[src/design/cnc_status_defines.svh]
/*
  constants for the axis status and safety block: register offsets, field positions,
  reset values and timing counts.
  assumes a 100 MHz clock and a 32-bit classic wishbone bus with byte addresses.
*/
// Function
// moving flag high while axis moves
// direction flag one for positive travel
// direction flag holds last value when stopped
// servo ready only after drives ready
// brake released only while servo ready
// emergency stop halts, resets, stays stopped
// limit inputs per axis and direction
// automatic overtravel decelerates all, alarms, stops
// manual overtravel stops only offending axis
// offending direction locked until alarm cleared
// fault flag high in any alarm
// fault flag cleared only by controller reset
// inputs sampled and flags updated on one clock
`ifndef CNC_STATUS_DEFINES_SVH
`define CNC_STATUS_DEFINES_SVH

`define AXES 5
`define CLK_PERIOD_NS 10
`define DECEL_TIME_NS 1000
`define DECEL_CYCLES (`DECEL_TIME_NS / `CLK_PERIOD_NS)

`define ADR_SERVO_READY 8'h00
`define ADR_FAULT 8'h04
`define ADR_MOTION 8'h08
`define ADR_DIRECTION 8'h0c
`define ADR_CONTROL 8'h10
`define ADR_LOCKOUT 8'h14

`define BIT_SERVO_READY 6
`define BIT_FAULT 0
`define BIT_AUTO_MODE 0
`define BIT_CTRL_RESET 1
`define BIT_PROG_ALARM 2
`define LOCK_NEG_LSB 8

`define RST_AXES 5'h00
`define RST_WORD 32'h0000_0000
`define BRAKE_MASK_DEF 5'h1f
`endif

[src/design/cnc_status_pkg.sv]
/*
  types shared by the axis status block.
  assumes nothing beyond a systemverilog compiler.
*/
package cnc_status_pkg;
  typedef enum logic [1:0] {
    AXIS_IDLE,
    AXIS_RUN,
    AXIS_DECEL
  } axis_state_t;
endpackage : cnc_status_pkg

[src/design/cnc_axis_status.sv]
/*
  axis status and safety signals with a wishbone register slave.
  assumes limit, emergency stop and drive inputs are asynchronous pins; motion
  requests come from logic on clk_i.
*/
`timescale 1ns/1ps
`include "cnc_status_defines.svh"
module cnc_axis_status #(
  parameter int DECEL = `DECEL_CYCLES,
  parameter logic [4:0] BRAKE_MASK = `BRAKE_MASK_DEF,
  parameter logic LIMIT_ACTIVE = 1'b1
) (
  // clock and reset
  input wire logic clk_i,
  input wire logic rst_i,
  // wishbone slave
  input wire logic [7:0] adr_i,
  input wire logic [31:0] dat_i,
  input wire logic [3:0] sel_i,
  input wire logic we_i,
  input wire logic cyc_i,
  input wire logic stb_i,
  output logic [31:0] dat_o,
  output logic ack_o,
  // pins
  input wire logic emergency_stop_input_i,
  input wire logic [4:0] positive_limit_inputs_i,
  input wire logic [4:0] negative_limit_inputs_i,
  input wire logic drives_ready_i,
  input wire logic servo_alarm_i,
  // motion requests
  input wire logic [4:0] axis_run_i,
  input wire logic [4:0] axis_dir_i,
  // status
  output logic [4:0] axis_moving_flags_o,
  output logic [4:0] axis_direction_flags_o,
  output logic servo_ready_o,
  output logic [4:0] brake_release_o,
  output logic fault_flag_o,
  output logic ctrl_reset_o
);
  // two-flop synchronisers
  logic [12:0] meta;
  logic [12:0] sync;
  always_ff @(posedge clk_i) begin
    if (rst_i) begin
      meta <= 13'h0000;
      sync <= 13'h0000;
    end else begin
      meta <= {servo_alarm_i, drives_ready_i, emergency_stop_input_i,
               negative_limit_inputs_i, positive_limit_inputs_i};
      sync <= meta;
    end
  end
  wire logic [4:0] pos_hit = sync[4:0] ^ {5{~LIMIT_ACTIVE}};
  wire logic [4:0] neg_hit = sync[9:5] ^ {5{~LIMIT_ACTIVE}};
  wire logic estop_s = sync[10];
  wire logic drives_ready_s = sync[11];
  wire logic servo_alarm_s = sync[12];

  // control register and bus decode
  logic auto_mode;
  logic [4:0] lock_pos;
  logic [4:0] lock_neg;
  wire logic req = cyc_i & stb_i & ~ack_o;
  wire logic wr_ctrl = req & we_i & sel_i[0] & (adr_i == `ADR_CONTROL);
  wire logic sw_reset = wr_ctrl & dat_i[`BIT_CTRL_RESET];
  wire logic prog_alarm = wr_ctrl & dat_i[`BIT_PROG_ALARM];
  wire logic ctrl_reset = sw_reset | estop_s;
  wire logic any_lock = |{lock_pos, lock_neg};
  wire logic [4:0] decel = {5{auto_mode & any_lock}};
  wire logic ot_event = |{pos_hit, neg_hit};
  wire logic fault_set = ot_event | servo_alarm_s | prog_alarm;
  wire logic next_servo_ready = drives_ready_s & ~estop_s;

  logic [31:0] rd_mux;
  always_comb begin
    rd_mux = `RST_WORD;
    unique case (adr_i)
      `ADR_SERVO_READY: rd_mux[`BIT_SERVO_READY] = servo_ready_o;
      `ADR_FAULT: rd_mux[`BIT_FAULT] = fault_flag_o;
      `ADR_MOTION: rd_mux[4:0] = axis_moving_flags_o;
      `ADR_DIRECTION: rd_mux[4:0] = axis_direction_flags_o;
      `ADR_CONTROL: rd_mux[`BIT_AUTO_MODE] = auto_mode;
      `ADR_LOCKOUT: rd_mux[`LOCK_NEG_LSB +: 5] = lock_neg;
      default: rd_mux = `RST_WORD;
    endcase
    if (adr_i == `ADR_LOCKOUT) rd_mux[4:0] = lock_pos;
  end

  always_ff @(posedge clk_i) begin
    if (rst_i) begin
      ack_o <= 1'b0;
      dat_o <= `RST_WORD;
      auto_mode <= 1'b0;
    end else begin
      ack_o <= req;
      if (req) dat_o <= rd_mux;
      if (wr_ctrl) auto_mode <= dat_i[`BIT_AUTO_MODE];
    end
  end

  // lockout and fault: a set in the clearing cycle wins
  always_ff @(posedge clk_i) begin
    if (rst_i) begin
      lock_pos <= `RST_AXES;
      lock_neg <= `RST_AXES;
      fault_flag_o <= 1'b0;
    end else begin
      lock_pos <= (ctrl_reset ? `RST_AXES : lock_pos) | pos_hit;
      lock_neg <= (ctrl_reset ? `RST_AXES : lock_neg) | neg_hit;
      fault_flag_o <= (fault_flag_o & ~ctrl_reset) | fault_set;
    end
  end

  always_ff @(posedge clk_i) begin
    if (rst_i) begin
      servo_ready_o <= 1'b0;
      brake_release_o <= `RST_AXES;
      ctrl_reset_o <= 1'b0;
    end else begin
      servo_ready_o <= next_servo_ready;
      brake_release_o <= next_servo_ready ? BRAKE_MASK : `RST_AXES;
      ctrl_reset_o <= ctrl_reset;
    end
  end

  // per-axis channels
  for (genvar i = 0; i < `AXES; i++) begin : g_axis
    axis_channel #(
      .DECEL(DECEL)
    ) u_axis (
      .clk_i(clk_i),
      .rst_i(rst_i),
      .run_i(axis_run_i[i]),
      .dir_i(axis_dir_i[i]),
      .halt_i(estop_s),
      .decel_i(decel[i]),
      .lock_pos_i(lock_pos[i]),
      .lock_neg_i(lock_neg[i]),
      .moving_o(axis_moving_flags_o[i]),
      .dir_o(axis_direction_flags_o[i])
    );
  end

  // checks
  estop_halt_a: assert property (@(posedge clk_i) disable iff (rst_i)
    estop_s |=> axis_moving_flags_o == `RST_AXES)
    else $error("axis still moving after emergency stop");

  estop_reset_a: assert property (@(posedge clk_i) disable iff (rst_i)
    estop_s |=> ctrl_reset_o && !servo_ready_o)
    else $error("emergency stop did not reset");

  fault_raise_a: assert property (@(posedge clk_i) disable iff (rst_i)
    ot_event || servo_alarm_s |=> fault_flag_o)
    else $error("alarm not raised");

  fault_keep_a: assert property (@(posedge clk_i) disable iff (rst_i)
    fault_flag_o && !ctrl_reset |=> fault_flag_o)
    else $error("fault flag dropped without reset");

  lock_keep_a: assert property (@(posedge clk_i) disable iff (rst_i)
    !ctrl_reset |=> ({lock_pos, lock_neg} & $past({lock_pos, lock_neg}))
      == $past({lock_pos, lock_neg}))
    else $error("overtravel lockout lost");

  servo_gate_a: assert property (@(posedge clk_i) disable iff (rst_i)
    !drives_ready_s |=> !servo_ready_o)
    else $error("servo ready without drives");

  brake_link_a: assert property (@(posedge clk_i) disable iff (rst_i)
    brake_release_o == (servo_ready_o ? BRAKE_MASK : `RST_AXES))
    else $error("brake state disagrees with servo ready");

  dir_hold_a: assert property (@(posedge clk_i) disable iff (rst_i)
    ((~axis_moving_flags_o & ~$past(axis_moving_flags_o))
     & (axis_direction_flags_o ^ $past(axis_direction_flags_o))) == `RST_AXES)
    else $error("direction changed while stopped");

  auto_block_a: assert property (@(posedge clk_i) disable iff (rst_i)
    auto_mode && any_lock |=> (axis_moving_flags_o & ~$past(axis_moving_flags_o)) == `RST_AXES)
    else $error("axis started during automatic overtravel");

  lock_start_a: assert property (@(posedge clk_i) disable iff (rst_i)
    (axis_moving_flags_o & ~$past(axis_moving_flags_o)
     & ((axis_direction_flags_o & $past(lock_pos))
        | (~axis_direction_flags_o & $past(lock_neg)))) == `RST_AXES)
    else $error("axis started into locked direction");

  bus_ack_a: assert property (@(posedge clk_i) disable iff (rst_i)
    req |=> ack_o ##1 !ack_o)
    else $error("wishbone ack not one cycle");

  estop_c: cover property (@(posedge clk_i) disable iff (rst_i)
    |axis_moving_flags_o ##1 estop_s);
  overtravel_c: cover property (@(posedge clk_i) disable iff (rst_i)
    auto_mode && ot_event && |axis_moving_flags_o);
  manual_ot_c: cover property (@(posedge clk_i) disable iff (rst_i)
    !auto_mode && any_lock && |axis_moving_flags_o);
  bus_read_c: cover property (@(posedge clk_i) disable iff (rst_i)
    req && !we_i && adr_i == `ADR_FAULT);
endmodule : cnc_axis_status

[src/design/axis_channel.sv]
/*
  one axis: moving and direction flags, deceleration and direction lockout.
  assumes all inputs are synchronous to clk_i.
*/
`timescale 1ns/1ps
`include "cnc_status_defines.svh"
module axis_channel #(
  parameter int DECEL = `DECEL_CYCLES
) (
  // clock and reset
  input wire logic clk_i,
  input wire logic rst_i,
  // motion request
  input wire logic run_i,
  input wire logic dir_i,
  // safety
  input wire logic halt_i,
  input wire logic decel_i,
  input wire logic lock_pos_i,
  input wire logic lock_neg_i,
  // status
  output logic moving_o,
  output logic dir_o
);
  cnc_status_pkg::axis_state_t state;
  cnc_status_pkg::axis_state_t next_state;
  logic [15:0] count;
  wire logic locked_req = dir_i ? lock_pos_i : lock_neg_i;
  wire logic locked_cur = dir_o ? lock_pos_i : lock_neg_i;
  wire logic start = run_i & ~halt_i & ~decel_i & ~locked_req;
  wire logic slow = decel_i | ~run_i | locked_cur;

  always_comb begin
    next_state = state;
    unique case (state)
      cnc_status_pkg::AXIS_IDLE: if (start) next_state = cnc_status_pkg::AXIS_RUN;
      cnc_status_pkg::AXIS_RUN: begin
        if (halt_i) next_state = cnc_status_pkg::AXIS_IDLE;
        else if (slow) next_state = cnc_status_pkg::AXIS_DECEL;
      end
      cnc_status_pkg::AXIS_DECEL: begin
        if (halt_i || count == 16'h0000) next_state = cnc_status_pkg::AXIS_IDLE;
      end
      default: next_state = cnc_status_pkg::AXIS_IDLE;
    endcase
  end

  always_ff @(posedge clk_i) begin
    if (rst_i) begin
      state <= cnc_status_pkg::AXIS_IDLE;
      count <= 16'h0000;
      moving_o <= 1'b0;
      dir_o <= 1'b0;
    end else begin
      state <= next_state;
      moving_o <= next_state != cnc_status_pkg::AXIS_IDLE;
      if (state == cnc_status_pkg::AXIS_IDLE && start) dir_o <= dir_i;
      if (next_state == cnc_status_pkg::AXIS_DECEL && state != cnc_status_pkg::AXIS_DECEL)
        count <= 16'(DECEL - 1);
      else if (count != 16'h0000) count <= count - 16'h0001;
    end
  end
endmodule : axis_channel

[config.mk]
export PLATFORM = sky130hd
export DESIGN_NAME = cnc_axis_status
export DESIGN_NICKNAME = d
export VERILOG_FILES = /design/src/design/cnc_status_pkg.sv /design/src/design/cnc_axis_status.sv /design/src/design/axis_channel.sv
export VERILOG_INCLUDE_DIRS = /design/src /design/src/design
export SDC_FILE = /design/constraint.sdc
export NUM_CORES = 1
export LEC_CHECK = 0
export ABC_AREA = 1
export BUFFER_PORTS_ARGS = -buffer_cell sky130_fd_sc_hd__buf_2
export CORE_MARGIN = 2
export CORE_UTILIZATION = 59
export CTS_CLUSTER_SIZE = 10
export DETAILED_ROUTE_END_ITERATION = 10
export HOLD_SLACK_MARGIN = 0.1
export PLACE_DENSITY = 0.82
export SYNTH_ARGS = -nofsm -noshare
export SYNTH_HDL_FRONTEND = slang
export SYNTH_HIERARCHICAL = 1
export SYNTH_SLANG_ARGS = --single-unit
export TNS_END_PERCENT = 100
[constraint.sdc]
create_clock -name clk_i -period 4.15 [get_ports clk_i]
set_input_delay 0 -clock clk_i [delete_from_list [all_inputs] [get_ports clk_i]]
set_output_delay 0 -clock clk_i [all_outputs]
set_load 0.01 [all_outputs]
==> reports/results.ini <==
[run_status]
status = completed

[setup_path]
crit_chain = dlygate4sd3_1 > buf_2 > nand2_1 > dlygate4sd3_1 > nor2_4 > inv_2 > nor2_4 > nand2_1 > o21ai_0 > a21oi_1 > dlygate4sd3_1
cp.arrival_ns = 2.89
critPathSlowestCell = dlygate4sd3_1
crit_family = buffers and inverters
required_ns = 4.46
crit_buf_inv = 5
critPathCaptureType = flip-flop
startpoint_type = input pin
path_class = input pin to flip-flop
ff2ff_setup_slack_ns = 1.86
regToRegEndpoint = g_axis[0].u_axis/dir_o
slowest_delay_ns = 0.59
r2r_start = lock_pos[3]
r2r_cells = 7
crit_path_frequent_cell = dlygate4sd3_1
crit_fanout = 22

[placement]
dpl-instance-area_sq_um = 8450
port_buffers = 69
pre_cts_slack_ns = 2.06
place.gp.congestion = 0.922
placedCellCount = 1445
place_hpwl_um = 12700

[finish]
diodes = 0
nets = 1408
design_area_sq_um = 9410
mostFrequentLayoutCell = nand2_1
area_growth_pct = 15.3
mostFrequentLayoutCells = nand2_1, nor2_1, dfxtp_1, inv_1, buf_2
finalCoreUtilization_pct = 70.2
instances_no_fill = 1514
drive_above_1_share_pct = 14.9

[hold_path]
min-delay-start = axis_run_i[3]
min_to = g_axis[3].u_axis/state[0]
hold_depth = 7
hold_path.class = input pin to flip-flop

[job]
maxCapViolCount = 0

[drt]
dr.pass1.iters = 6
via_count = 7647
wirelength_um = 18800
drt-vias-per-instance = 5.05
drc = 0
drt_iter0_drc = 480
final_antenna_net_count = 0
wl_per_cell_um = 12.4

[power]
finalPower_mw = 6.23
leakage_nw = 4.79
vdd_drop_max_mv = 0.453
power_density_nw_per_um2 = 662

[floorplan]
fp.dieH_um = 122
dieWidth_um = 122
io_pins = 123
fp.dieArea_sq_um = 14800
initial_core_util_pct = 60.9
fp.coreArea_sq_um = 13400
rows = 42

[grt]
grt_pass1_wl_um = 31500
grt_pass1_vias = 7031
grt_overflow = 0
grt_max_degree = 40
antenna_found_initial = 0
track_usage_pct = 26.4

[sta]
finalHoldWorstSlack_ns = 0.112
finalSetupTns_ns = 0
drv_slew = 0
hold_viol = 0
min_period_over_period_pct = 62.1
skew_ns = 0.0104
fin_ws_ns = 1.57
period_minus_slack_ns = 2.58
rsz0062_at_grt = no
setup_viol = 0
max_slew_margin_pct = 43.0
fmax_mhz = 388
tightest_slew_ns = 0.851

[logic_synthesis]
synth_top_area_share_pct = 37.3
ys_ff_latch = 152
synth_warnings = 6
yosys.cell_types.count = 35
syn_area_per_cell_sq_um = 6.66
yosysSeqAreaShare_pct = 37.3
synthCells = 1226
synthTopCellsByArea = dfxtp_1, nand2_1, nor2_1
syn_area_sq_um = 8170
synth_top_cell_by_area = dfxtp_1

[clock_network]
post_cts_resized = 0
cts_made_buffers = 17
clockRootBuffer = clkbuf_16
cts_buffer_depth = 2
path_clk_slew_ns = 0.06
holdBufCountCts = 38
htree_levels = 4
cts.sinks = 152
clk_latency_ns = 0.42
cts_setup_buffers = 0
cts_tree = yes

-- logic make-up after synthesis --
logic type               count (synthesis)  share of synthesized area [%]
AND/OR/NAND/NOR                        759                           41.3
buffers and inverters                  197                           11.4
flip-flops                             152                           37.3
AO/OA/AOI/OAI                           97                           7.42
XOR/XNOR                                10                           1.07
adder cells (fa/ha/maj)                 10                           1.53
other                                    1                         0.0459
-- Yosys cell counts --
master,count
nand2_1,354
nor2_1,221
dfxtp_1,152
inv_1,146
nand3_1,51
nor2_2,44
nand3b_1,36
a21oi_1,35
buf_4,31
o21ai_0,26
nand2_2,17
nor3_1,11
o21bai_1,11
ha_1,10
nand3_2,10
xor2_1,10
a21oi_2,9
nor2_4,8
buf_6,7
clkbuf_1,6
o211ai_1,5
o21ai_2,5
a41oi_1,4
inv_2,3
buf_2,2
nand4_1,2
nor4_1,2
a21oi_4,1
a31oi_1,1
and2_4,1
buf_12,1
clkinv_2,1
conb_1,1
nand2_4,1
nand3_4,1
-- layer usage --
| layer | global-route usage, % | vias to the layer above | share of wire (%) |
|---|---|---|---|
| met1 | 32.6 | 3459 | 44 |
| li1 | - | 3938 | - |
| met5 | 0 | - | 0 |
| met3 | 4.92 | 31 | 5.6 |
| met4 | 9.77 | 0 | 2.0 |
| met2 | 45.8 | 219 | 48 |
-- worst max path at each step --
| stage | from | to | slack [ns] | cells past startpoint |
|---|---|---|---|---|
| finish | stb_i | auto_mode | 1.57 | 11 |
| global route | stb_i | auto_mode | 1.39 | 11 |
| CTS | adr_i[3] | dat_o[6] | 1.64 | 10 |
| detailed placement | lock_pos[3] | g_axis[2].u_axis/count[2] | 2.06 | 7 |
| global placement | lock_pos[3] | g_axis[2].u_axis/count[4] | 2.12 | 7 |
| floorplan | lock_pos[3] | g_axis[0].u_axis/count[2] | 2.52 | 8 |
-- power breakdown --
part / switching [mW] / internal [mW] / total, mW / leakage (nW)
combinational: 1.74 / 0.983 / 2.72 / 3.27
sequential: 0.261 / 1.72 / 1.98 / 1.25
clock: 0.615 / 0.916 / 1.53 / 0.272
total: 2.61 / 3.62 / 6.23 / 4.79
-- state kept, by name, indices dropped and copies added (netlist names), 5 cells and up --
name,flops
sync,13
dat_o,11
g_axis.u_axis/state,10
g_axis.u_axis/dir_o,5
g_axis.u_axis/count,80
lock_pos,5
g_axis.u_axis/moving_o,5
lock_neg,5
meta,13
-- cell type report --
class | count | area (sq um)
fill | 1114 | 3990
timing repair buffer | 108 | 733
clock buffer | 21 | 460
tap | 176 | 220
inverter | 150 | 564
clock inverter | 10 | 121
sequential | 152 | 3040
multi-input combinational | 897 | 4270
-- tightest hold or removal path, stage by stage --
cell,delay [ns]
buf_2,0.09
inv_1,0.08
nor2_2,0.04
nand3_1,0.11
nand2_1,0.06
nand2_1,0.07
inv_1,0.04
(Power assumes the default switching activity.)
